$ cat config.mk
export PLATFORM = sky130hd
export DESIGN_NAME = ianc_ctrl
export DESIGN_NICKNAME = d
export VERILOG_FILES = /design/src/ianc_pkg.sv /design/src/ianc_ctrl.sv
export SDC_FILE = /design/constraint.sdc
export NUM_CORES = 1
export LEC_CHECK = 0
export ABC_AREA = 1
export BUFFER_PORTS_ARGS = -buffer_cell sky130_fd_sc_hd__buf_4
export CAP_MARGIN = 0
export CORE_MARGIN = 10
export CORE_UTILIZATION = 30
export CTS_BUF_LIST = sky130_fd_sc_hd__clkbuf_8
export CTS_CLUSTER_DIAMETER = 100
export DETAILED_ROUTE_END_ITERATION = 10
export PLACE_DENSITY = 0.57
export SETUP_SLACK_MARGIN = 0.2
export SYNTH_ARGS = -nofsm -noshare
export SYNTH_HDL_FRONTEND = slang
export SYNTH_SLANG_ARGS = --single-unit
$ cat constraint.sdc
create_clock -name aclk -period 1.4 [get_ports aclk]
set_input_delay 0.14 -clock aclk [delete_from_list [all_inputs] [get_ports aclk]]
set_output_delay 0.14 -clock aclk [all_outputs]
set_load 0.05 [all_outputs]
$ cat src/ianc_pkg.sv
`default_nettype none
package ianc_pkg;
    // register byte offsets
    localparam int              ADDR_W          = 8;
    localparam logic [7:0]      OFS_ABORT_CAUSE = 8'h80;
    localparam logic [7:0]      OFS_FORCE_NACK  = 8'h84;
    localparam logic [7:0]      OFS_DMA_EN      = 8'h88;
    localparam logic [7:0]      OFS_TX_WM       = 8'h8c;
    localparam logic [7:0]      OFS_RX_WM       = 8'h90;
    localparam logic [7:0]      OFS_IRQ_STATUS  = 8'ha0;
    localparam logic [7:0]      OFS_IRQ_MASK    = 8'ha4;
    // abort cause bit positions
    localparam int              CAUSE_LSB       = 8;
    localparam int              CAUSE_MSB       = 15;
    localparam int              BIT_TEN_BIT_RD  = 8;
    localparam int              BIT_MST_OFF     = 9;
    localparam int              BIT_ARB_LOST    = 10;
    localparam int              BIT_STALE_FLUSH = 11;
    localparam int              BIT_SLV_ARB     = 12;
    localparam int              BIT_SLV_RD_DONE = 13;
    localparam int              BIT_SLV_BUS     = 14;
    localparam int              BIT_SLV_CMD_WR  = 15;
    // control field positions and widths
    localparam int              BIT_FORCE_NACK  = 0;
    localparam int              BIT_RX_DMA_ON   = 0;
    localparam int              BIT_TX_DMA_ON   = 1;
    localparam int              WM_W            = 3;
    localparam int              IRQ_W           = 2;
    localparam int              BIT_IRQ_ABORT   = 0;
    localparam int              BIT_IRQ_NACK    = 1;
    // values after reset
    localparam logic [7:0]      RST_ABORT_CAUSE = 8'h00;
    localparam logic            RST_FORCE_NACK  = 1'h0;
    localparam logic [1:0]      RST_DMA_EN      = 2'h0;
    localparam logic [2:0]      RST_WM          = 3'h0;
    localparam logic [1:0]      RST_IRQ         = 2'h0;
    // bus responses
    localparam logic [1:0]      RESP_OKAY       = 2'h0;
    localparam logic [1:0]      RESP_SLVERR     = 2'h2;
    // acknowledge slot sequencing
    typedef enum logic [1:0] {
        ACK_IDLE,
        ACK_WAIT_HIGH,
        ACK_WAIT_LOW
    } ianc_ack_state_type;
endpackage
`default_nettype wire

$ cat src/ianc_ctrl.sv
`timescale 1ns/1ps
`default_nettype none
module ianc_ctrl
    import ianc_pkg::*;
#(
    parameter int LEVEL_W = 4
) (
    // clock and reset
    input  wire logic               aclk,
    input  wire logic               aresetn,
    // axi4-lite write address
    input  wire logic [ADDR_W-1:0]  s_axi_awaddr,
    input  wire logic [2:0]         s_axi_awprot,
    input  wire logic               s_axi_awvalid,
    output logic                    s_axi_awready,
    // axi4-lite write data
    input  wire logic [31:0]        s_axi_wdata,
    input  wire logic [3:0]         s_axi_wstrb,
    input  wire logic               s_axi_wvalid,
    output logic                    s_axi_wready,
    // axi4-lite write response
    output logic [1:0]              s_axi_bresp,
    output logic                    s_axi_bvalid,
    input  wire logic               s_axi_bready,
    // axi4-lite read
    input  wire logic [ADDR_W-1:0]  s_axi_araddr,
    input  wire logic [2:0]         s_axi_arprot,
    input  wire logic               s_axi_arvalid,
    output logic                    s_axi_arready,
    output logic [31:0]             s_axi_rdata,
    output logic [1:0]              s_axi_rresp,
    output logic                    s_axi_rvalid,
    input  wire logic               s_axi_rready,
    // core events and state, same clock
    input  wire logic               repeated_start_allow,
    input  wire logic               master_enable,
    input  wire logic               ten_bit_read_req,
    input  wire logic               master_start_req,
    input  wire logic               master_arb_lost,
    input  wire logic               slave_read_req,
    input  wire logic               slave_arb_lost,
    input  wire logic               slave_read_done,
    input  wire logic               slave_bus_lost,
    input  wire logic               slave_read_cmd_write,
    input  wire logic               abort_cause_clr,
    // slave receiver byte handling
    input  wire logic               slave_rx_role,
    input  wire logic               rx_byte_done,
    input  wire logic               core_ack,
    input  wire logic               scl_in,
    output logic                    ack_sda_out,
    output logic                    ack_sda_oe_n,
    output logic                    rx_push,
    output logic                    nack_abort,
    // queue levels and dma requests
    input  wire logic [LEVEL_W-1:0] tx_level,
    input  wire logic [LEVEL_W-1:0] rx_level,
    output logic                    tx_flush,
    output logic                    tx_dma_req,
    output logic                    rx_dma_req,
    // interrupts
    output logic                    tx_abort_irq,
    output logic                    irq
);

    // address decode shared by read and write
    function automatic logic addr_mapped(input logic [ADDR_W-1:0] a);
        logic [ADDR_W-1:0] w;
        w = {a[ADDR_W-1:2], 2'h0};
        addr_mapped = (w == OFS_ABORT_CAUSE) || (w == OFS_FORCE_NACK) || (w == OFS_DMA_EN) ||
                      (w == OFS_TX_WM) || (w == OFS_RX_WM) || (w == OFS_IRQ_STATUS) ||
                      (w == OFS_IRQ_MASK);
    endfunction

    logic [CAUSE_MSB:CAUSE_LSB] abort_cause;
    logic [CAUSE_MSB:CAUSE_LSB] cause_event;
    logic [CAUSE_MSB:CAUSE_LSB] next_abort_cause;
    logic                       slave_force_nack;
    logic [1:0]                 dma_channel_enable;
    logic [WM_W-1:0]            tx_dma_watermark;
    logic [WM_W-1:0]            rx_dma_watermark;
    logic [IRQ_W-1:0]           irq_status;
    logic [IRQ_W-1:0]           irq_mask;
    logic [IRQ_W-1:0]           irq_event;
    logic [IRQ_W-1:0]           next_irq_status;
    logic [ADDR_W-1:0]          aw_addr;
    logic [31:0]                w_data;
    logic                       w_low_lane;
    logic                       do_write;
    logic [ADDR_W-1:0]          wr_word;
    logic [ADDR_W-1:0]          rd_word;
    logic [31:0]                rd_value;
    logic                       wr_force_nack;
    logic                       wr_dma_en;
    logic                       wr_tx_wm;
    logic                       wr_rx_wm;
    logic                       wr_irq_status;
    logic                       wr_irq_mask;
    logic                       scl_meta;
    logic                       scl_sync;
    logic                       scl_prev;
    logic                       scl_rise;
    logic                       scl_fall;
    logic                       forced_nack;
    logic                       stale_tx;
    ianc_ack_state_type         ack_state;

    // write channel: take address and data in either order
    assign do_write      = !s_axi_awready && !s_axi_wready && !s_axi_bvalid;
    assign wr_word       = {aw_addr[ADDR_W-1:2], 2'h0};
    assign wr_force_nack = do_write && w_low_lane && (wr_word == OFS_FORCE_NACK);
    assign wr_dma_en     = do_write && w_low_lane && (wr_word == OFS_DMA_EN);
    assign wr_tx_wm      = do_write && w_low_lane && (wr_word == OFS_TX_WM);
    assign wr_rx_wm      = do_write && w_low_lane && (wr_word == OFS_RX_WM);
    assign wr_irq_status = do_write && w_low_lane && (wr_word == OFS_IRQ_STATUS);
    assign wr_irq_mask   = do_write && w_low_lane && (wr_word == OFS_IRQ_MASK);

    always_ff @(posedge aclk) begin
        if (!aresetn) begin
            s_axi_awready <= 1'b1;
            aw_addr       <= '0;
        end else if (s_axi_awvalid && s_axi_awready) begin
            s_axi_awready <= 1'b0;
            aw_addr       <= s_axi_awaddr;
        end else if (s_axi_bvalid && s_axi_bready) begin
            s_axi_awready <= 1'b1;
        end
    end

    always_ff @(posedge aclk) begin
        if (!aresetn) begin
            s_axi_wready <= 1'b1;
            w_data       <= '0;
            w_low_lane   <= 1'b0;
        end else if (s_axi_wvalid && s_axi_wready) begin
            s_axi_wready <= 1'b0;
            w_data       <= s_axi_wdata;
            w_low_lane   <= s_axi_wstrb[0];
        end else if (s_axi_bvalid && s_axi_bready) begin
            s_axi_wready <= 1'b1;
        end
    end

    always_ff @(posedge aclk) begin
        if (!aresetn) begin
            s_axi_bvalid <= 1'b0;
            s_axi_bresp  <= RESP_OKAY;
        end else if (do_write) begin
            s_axi_bvalid <= 1'b1;
            s_axi_bresp  <= addr_mapped(aw_addr) ? RESP_OKAY : RESP_SLVERR;
        end else if (s_axi_bready) begin
            s_axi_bvalid <= 1'b0;
        end
    end

    // read channel: answer one cycle after the address is taken
    assign rd_word = {s_axi_araddr[ADDR_W-1:2], 2'h0};

    always_comb begin
        rd_value = 32'h0000_0000;
        if (rd_word == OFS_ABORT_CAUSE) begin
            rd_value[CAUSE_MSB:CAUSE_LSB] = abort_cause;
        end else if (rd_word == OFS_FORCE_NACK) begin
            rd_value[BIT_FORCE_NACK] = slave_force_nack;
        end else if (rd_word == OFS_DMA_EN) begin
            rd_value[1:0] = dma_channel_enable;
        end else if (rd_word == OFS_TX_WM) begin
            rd_value[WM_W-1:0] = tx_dma_watermark;
        end else if (rd_word == OFS_RX_WM) begin
            rd_value[WM_W-1:0] = rx_dma_watermark;
        end else if (rd_word == OFS_IRQ_STATUS) begin
            rd_value[IRQ_W-1:0] = irq_status;
        end else if (rd_word == OFS_IRQ_MASK) begin
            rd_value[IRQ_W-1:0] = irq_mask;
        end
    end

    always_ff @(posedge aclk) begin
        if (!aresetn) begin
            s_axi_arready <= 1'b1;
            s_axi_rvalid  <= 1'b0;
            s_axi_rdata   <= 32'h0000_0000;
            s_axi_rresp   <= RESP_OKAY;
        end else if (s_axi_arvalid && s_axi_arready) begin
            s_axi_arready <= 1'b0;
            s_axi_rvalid  <= 1'b1;
            s_axi_rdata   <= rd_value;
            s_axi_rresp   <= addr_mapped(s_axi_araddr) ? RESP_OKAY : RESP_SLVERR;
        end else if (s_axi_rvalid && s_axi_rready) begin
            s_axi_arready <= 1'b1;
            s_axi_rvalid  <= 1'b0;
        end
    end

    // control registers
    always_ff @(posedge aclk) begin
        if (!aresetn) begin
            slave_force_nack   <= RST_FORCE_NACK;
            dma_channel_enable <= RST_DMA_EN;
            tx_dma_watermark   <= RST_WM;
            rx_dma_watermark   <= RST_WM;
            irq_mask           <= RST_IRQ;
        end else begin
            if (wr_force_nack) begin
                slave_force_nack <= w_data[BIT_FORCE_NACK];
            end
            if (wr_dma_en) begin
                dma_channel_enable <= w_data[1:0];
            end
            if (wr_tx_wm) begin
                tx_dma_watermark <= w_data[WM_W-1:0];
            end
            if (wr_rx_wm) begin
                rx_dma_watermark <= w_data[WM_W-1:0];
            end
            if (wr_irq_mask) begin
                irq_mask <= w_data[IRQ_W-1:0];
            end
        end
    end

    // abort cause events
    assign stale_tx = slave_read_req && (tx_level != '0);
    assign cause_event[BIT_TEN_BIT_RD]  = ten_bit_read_req && !repeated_start_allow;
    assign cause_event[BIT_MST_OFF]     = master_start_req && !master_enable;
    assign cause_event[BIT_ARB_LOST]    = master_arb_lost || slave_bus_lost;
    assign cause_event[BIT_STALE_FLUSH] = stale_tx;
    assign cause_event[BIT_SLV_ARB]     = slave_arb_lost || slave_bus_lost;
    assign cause_event[BIT_SLV_RD_DONE] = slave_read_done;
    assign cause_event[BIT_SLV_BUS]     = slave_bus_lost;
    assign cause_event[BIT_SLV_CMD_WR]  = slave_read_cmd_write;
    assign next_abort_cause = (abort_cause & ~{(CAUSE_MSB-CAUSE_LSB+1){abort_cause_clr}}) | cause_event;

    // interrupt status, write one to clear, set wins
    assign irq_event[BIT_IRQ_ABORT] = |cause_event;
    assign irq_event[BIT_IRQ_NACK]  = forced_nack;
    assign next_irq_status = (irq_status & ~(wr_irq_status ? w_data[IRQ_W-1:0] : RST_IRQ)) | irq_event;

    always_ff @(posedge aclk) begin
        if (!aresetn) begin
            abort_cause  <= RST_ABORT_CAUSE;
            irq_status   <= RST_IRQ;
            tx_abort_irq <= 1'b0;
            tx_flush     <= 1'b0;
            irq          <= 1'b0;
        end else begin
            abort_cause  <= next_abort_cause;
            irq_status   <= next_irq_status;
            tx_abort_irq <= |next_abort_cause;
            tx_flush     <= stale_tx;
            irq          <= |(next_irq_status & irq_mask);
        end
    end

    // scl pin synchroniser and edges
    always_ff @(posedge aclk) begin
        if (!aresetn) begin
            scl_meta <= 1'b1;
            scl_sync <= 1'b1;
            scl_prev <= 1'b1;
        end else begin
            scl_meta <= scl_in;
            scl_sync <= scl_meta;
            scl_prev <= scl_sync;
        end
    end
    assign scl_rise = scl_sync && !scl_prev;
    assign scl_fall = !scl_sync && scl_prev;

    assign forced_nack = rx_byte_done && slave_rx_role && slave_force_nack;

    // acknowledge slot: drive decision until the ninth clock falls
    always_ff @(posedge aclk) begin
        if (!aresetn) begin
            ack_state    <= ACK_IDLE;
            ack_sda_out  <= 1'b1;
            ack_sda_oe_n <= 1'b1;
            rx_push      <= 1'b0;
            nack_abort   <= 1'b0;
        end else begin
            rx_push    <= 1'b0;
            nack_abort <= 1'b0;
            case (ack_state)
                ACK_IDLE: begin
                    if (rx_byte_done) begin
                        ack_state <= ACK_WAIT_HIGH;
                        if (forced_nack) begin
                            ack_sda_out  <= 1'b1;
                            ack_sda_oe_n <= 1'b1;
                            nack_abort   <= 1'b1;
                        end else begin
                            ack_sda_out  <= !core_ack;
                            ack_sda_oe_n <= !core_ack;
                            rx_push      <= core_ack;
                        end
                    end
                end
                ACK_WAIT_HIGH: begin
                    if (scl_rise) begin
                        ack_state <= ACK_WAIT_LOW;
                    end
                end
                ACK_WAIT_LOW: begin
                    if (scl_fall) begin
                        ack_state    <= ACK_IDLE;
                        ack_sda_out  <= 1'b1;
                        ack_sda_oe_n <= 1'b1;
                    end
                end
                default: begin
                    ack_state <= ACK_IDLE;
                end
            endcase
        end
    end

    // dma request watermarks
    always_ff @(posedge aclk) begin
        if (!aresetn) begin
            tx_dma_req <= 1'b0;
            rx_dma_req <= 1'b0;
        end else begin
            tx_dma_req <= dma_channel_enable[BIT_TX_DMA_ON] && (tx_level <= LEVEL_W'(tx_dma_watermark));
            rx_dma_req <= dma_channel_enable[BIT_RX_DMA_ON] && (rx_level > LEVEL_W'(rx_dma_watermark));
        end
    end
endmodule
`default_nettype wire

# Word-level counts from Yosys, hierarchy flattened
# Index checks and enable logic that the tools add are counted.
# word_totals
wordCells	152
in_bits	88
output_inout_bits	50
register_bits	66
# op_classes
magnitude_cmp	2
n_bitwise	10
eq_ne	19
mux	32
n_reduce_logical	59
# op_table
op	n
$eq A6 B6 Y1 const B	14
$logic_and A1 B1 Y1	23
$mux W2	11
$mux W1	16
$reduce_or A8 Y1	2
$logic_or A1 B1 Y1	14
$reduce_bool A2 Y1	5
$reduce_and A3 Y1	3
$and A8 B8 Y8	1
$logic_not A1 Y1	8
$mux W8	1
$not A8 Y8	1
$or A8 B8 Y8	1
$mux W3	2
$ne A2 B2 Y1 const B	3
$pmux W2 S3	1
$and A2 B2 Y2	2
$gt A4 B3 Y1	1
$le A4 B3 Y1	1
$reduce_bool A4 Y1	1
$reduce_or A4 Y1	1
$not A1 Y1	3
$eq A2 B1 Y1 const B	1
$eq A2 B2 Y1 const B	1
other kinds (5)	5

# Logic depth before layout (Yosys ltp)
# depth
word_depth	11
mapped_depth	11
mapped_depth_nobuf	11

# Least setup slack after synthesis
# OpenSTA, ideal clock, no wires.
# synth_path
path_kind	flip-flop to flip-flop
start	register s_axi_arready
end	register s_axi_rdata[2]
path_buffers	1
arrival_ps	1399
synth_period_minus_slack_ps	1516
path_stages_with_launch	7
setup_slack_ps	-116
required_time_ps	1283
setup_time_ps	117
path_cell_list	dfxtp_1 > nand2_1 > inv_1 > clkbuf_1 > nand2_1 > o221ai_1 > inv_1
# synth_between
elab_chain_len	1
# synth_rtl
item	line_no	text
from (decl)	ianc_ctrl.sv:29	output logic s_axi_arready,
from (signal assigned)	ianc_ctrl.sv:180	s_axi_arready <= 1'b1;
from (signal assigned)	ianc_ctrl.sv:185	s_axi_arready <= 1'b0;
from (signal assigned)	ianc_ctrl.sv:190	s_axi_arready <= 1'b1;
$logic_and A1 B1 Y1	ianc_ctrl.sv:184	end else if (s_axi_arvalid && s_axi_arready) begin
to (signal assigned)	ianc_ctrl.sv:187	s_axi_rdata <= rd_value;
to (decl)	ianc_ctrl.sv:30	output logic [31:0] s_axi_rdata,
# Every way passes these cells.
# A chain may end at the register's enable or synchronous reset.

# Final worst setup path
# layout_path
start	register s_axi_bvalid
end	register irq
# layout_between
elab_chain_len	10
# layout_rtl
item	line_no	text
from (decl)	ianc_ctrl.sv:23	output logic s_axi_bvalid,
from (signal assigned)	ianc_ctrl.sv:146	s_axi_bvalid <= 1'b0;
from (signal assigned)	ianc_ctrl.sv:149	s_axi_bvalid <= 1'b1;
from (signal assigned)	ianc_ctrl.sv:152	s_axi_bvalid <= 1'b0;
$logic_not A1 Y1	ianc_ctrl.sv:109	assign do_write = !s_axi_awready && !s_axi_wready && !s_axi_bvalid;
$logic_and A1 B1 Y1	ianc_ctrl.sv:109	
$logic_and A1 B1 Y1 (2 in a row)	ianc_ctrl.sv:115	assign wr_irq_status = do_write && w_low_lane && (wr_word == OFS_IRQ_STATUS);
$mux W2	ianc_ctrl.sv:237	assign next_irq_status = (irq_status & ~(wr_irq_status ? w_data[IRQ_W-1:0] : RST_IRQ)) | irq_event;
$not A2 Y2	ianc_ctrl.sv:237	
$and A2 B2 Y2	ianc_ctrl.sv:237	
$or A2 B2 Y2	ianc_ctrl.sv:237	
$and A2 B2 Y2	ianc_ctrl.sv:251	irq <= |(next_irq_status & irq_mask);
$reduce_or A2 Y1	ianc_ctrl.sv:251	
to (signal assigned)	ianc_ctrl.sv:251	
to (decl)	ianc_ctrl.sv:63	output logic irq
# Every way passes these cells.

==> results.py <==
metrics = {
    "synth": {
        "yosysSeqAreaShare_pct": 43.9,
        "ys_top_cells_by_area": "dfxtp_1 (44%), buf_4 (6.4%), a21oi_1 (6.2%)",
        "netlist_instances": 374,
        "yosys.area.top_type": "dfxtp_1",
        "synth_warnings": 0,
        "ys_types": 35,
        "synth-main-ff-cell": "dfxtp_1",
        "synth.ff_latch_count": 62,
        "synth_area_um2": 2830,
        "synth_edf_count": 0,
        "syn_avg_cell_area_um2": 7.56,
        "async_flop_share_pct": 0,
        "synth_top_area_share_pct": 43.9,
    },
    "timing": {
        "fin_tns_setup_ps": 0,
        "finalMaxSlewViolations": 0,
        "hold_viol_final": 0,
        "fmax_mhz": 767,
        "fin_worst_skew_ps": 9.36,
        "finalSetupViolations": 0,
        "fin_crit_ps": 1300,
        "post-route-period-util_pct": 93.2,
        "grt_setup_unrepaired": "true",
        "finalWorstSetupSlack_ps": 95.5,
        "hold_slack_ps": 50.9,
    },
    "grt": {
        "grt_max_degree": 22,
        "met1_usage_pct": 14.4,
        "met2_usage_pct": 17.4,
        "antenna_found_initial": 0,
        "grt_pass1_wl_um": 12200,
        "grtUsageMet3_pct": 2.75,
        "grt_busiest_layer": "met2",
        "grt_overflow": 0,
        "grt_pass1_vias": 2609,
        "grt_usage_pct": 11.3,
    },
    "die": {
        "ioPinCount": 138,
        "core_area_um2": 9200,
        "start_util_pct": 30.7,
        "fp-row-count": 35,
        "die_height_um": 117,
        "die_area_um2": 13700,
        "fp.dieW_um": 117,
    },
    "clock_network": {
        "htreeDepth": 3,
        "root_buffer": "clkbuf_8",
        "cts_tree": "done",
        "clk_pin_slew_ps": 70,
        "cts.sinks": 62,
        "cts_buffers": 9,
        "cts_buffer_depth": 2,
        "insertion_delay_ps": 330,
    },
    "routing": {
        "vias": 2679,
        "postRouteAntennaNets": 0,
        "via_per_inst": 4.61,
        "drc": 0,
        "wl_um": 7830,
        "dr.pass1.iters": 4,
        "first_iter_violations": 103,
        "wl_per_cell_um": 13.5,
    },
    "cells_and_area": {
        "antennaDiodeCount": 0,
        "nNetsFinal": 560,
        "drive_above_1_share_pct": 32.1,
        "syn2layout_area_growth_pct": 35.2,
    },
    "placed_design": {
        "port_buffers": 72,
        "place_congestion": 0.873,
        "dp.final_hpwl_um": 6090,
        "place_ws_ps": 61.5,
    },
    "worst_setup_path": {
        "arrival_ps": 1520,
        "worst-path-buf-inv": 0,
        "cp.required_ps": 1620,
        "crit_chain": "nor2_4, nand2_2, nor2_4, nand3_2, o21ai_2, nand3_1, nand3_1, nand2_1",
        "startpoint_type": "flop",
        "cpMaxStageDelayCell": "dfxtp_4",
        "critPathCaptureType": "flop",
        "critPathKind": "flop to flop",
        "crit_path_max_incr_delay_ps": 350,
        "cp_top_family": "simple AND/OR/NAND/NOR gates",
        "crit_path_max_fanout": 4,
    },
    "worst_hold_path": {
        "holdCritPathClass": "input port to flop",
    },
    "pwr": {
        "p_per_area_nw_per_um2": 1080,
        "p_leak_uw": 0.00175,
        "max-vdd-ir-drop_uv": 463,
    },
    "job": {
        "maxCapViolations": 0,
    },
    "outcome": {
        "status": "completed",
    },
}
[final timing paths]
check	slack [ps]	from	endpoint	depth (start not counted)
max	100	s_axi_bvalid	irq	8
min	50	slave_read_done	abort_cause[13]	3
max reg2reg	100	s_axi_bvalid	irq	8
min reg2reg	420	scl_meta	scl_sync	1
[stage by stage]
stage | util (%) | instances | cell area [um^2] | total power, uW
CTS | 40.5 | 575 | 3720 | 4140
global route | 41.6 | 581 | 3820 | 4330
finish | 41.6 | 581 | 3820 | 4120
floorplan | - | 396 | 2930 | 2530
detailed placement | 37.6 | 555 | 3460 | 2750
global placement | 37.6 | 555 | 3460 | 2740
[timing repair]
item / 4_1_cts / 5_1_grt
setup endpoints to repair: 20 / 26
pin swaps: 4 / 7
gates cloned: 0 / 0
setup buffers: 4 / 6
hold buffers: 1 / 0
hold endpoints to repair: 1 / 0
gates resized for setup: 16 / 21
[report_power, final]
group,internal (uW),total [uW],leakage [uW],switching [uW]
Combinational,273,844,0.00114,571
Clock,708,1350,0.0000990,647
Sequential,1860,1920,0.000512,61.9
[layout make-up]
type	count	area (um^2)
sequential	62	1260
multi-input combinational	252	1370
inverter	49	189
tap	111	139
clock buffer	11	151
timing repair buffer	92	697
clock inverter	4	16.3
fill	962	5380
[state kept, by name (all words and copies together) (netlist names), 2 cells and up]
register and cells:
aw_addr 6, ack_state 2, dma_channel_enable 2, rx_dma_watermark 3
abort_cause 8, tx_dma_watermark 3, irq_mask 2, w_data 3
s_axi_rdata 11, irq_status 2
[logic make-up (layout without fill, tap and decap cells)]
group,count (synthesis),after routing,synth area share [%]
AO/OA/AOI/OAI,84,84,16.1
adder cells (fa/ha/maj),6,6,2.66
buffers and inverters,82,156,14.2
flip-flops,62,62,43.9
other,1,23,0.133
AND/OR/NAND/NOR,139,139,23.0
[cells in the final DEF, fill, tap and decap left out, types with 2 or more instances in the layout]
master    count
nor3_1       12
a21oi_1      34
a21oi_2       2
inv_1        43
dfxtp_4       3
dfxtp_1      53
or2_2         2
ha_4          2
nand2_2       5
nand4_1       6
nand3_1      17
o21ai_1       4
inv_4         2
ha_1          4
inv_2         7
conb_1       23
nor2_4        6
a211oi_1      3
o21ai_2       3
dfxtp_2       6
nor4_1        3
nand3_2       3
nor2_2        3
o21ai_0      30
clkbuf_8     11
nand2_1      42
buf_4        90
nor2_1       35
[routing by layer]
layer / part of all wire [%] / routed length (um)
met1: 46 / 3600
met2: 46 / 3570
met3: 6.9 / 542
met4: 1.5 / 116
met5: 0 / 0
[worst min-delay path: cells and delay by family]
family          cells  cell delay, ps
simple gates        1              70
compound gates      1              40
buf+inv             1              80
[cell usage after synthesis (2+ instances only)]
library cell	number
o21ai_0	35
a211oi_1	4
a21oi_1	35
o21ai_1	2
nor3_1	13
nor4_1	3
nand2_2	3
or2_2	2
dfxtp_1	62
inv_2	2
nor2_1	38
inv_1	46
nand4_1	6
nand3_1	20
ha_1	6
buf_4	24
clkbuf_1	8
nor2_2	5
nand2_1	44
No activity file was read; power rests on OpenSTA's default activity.
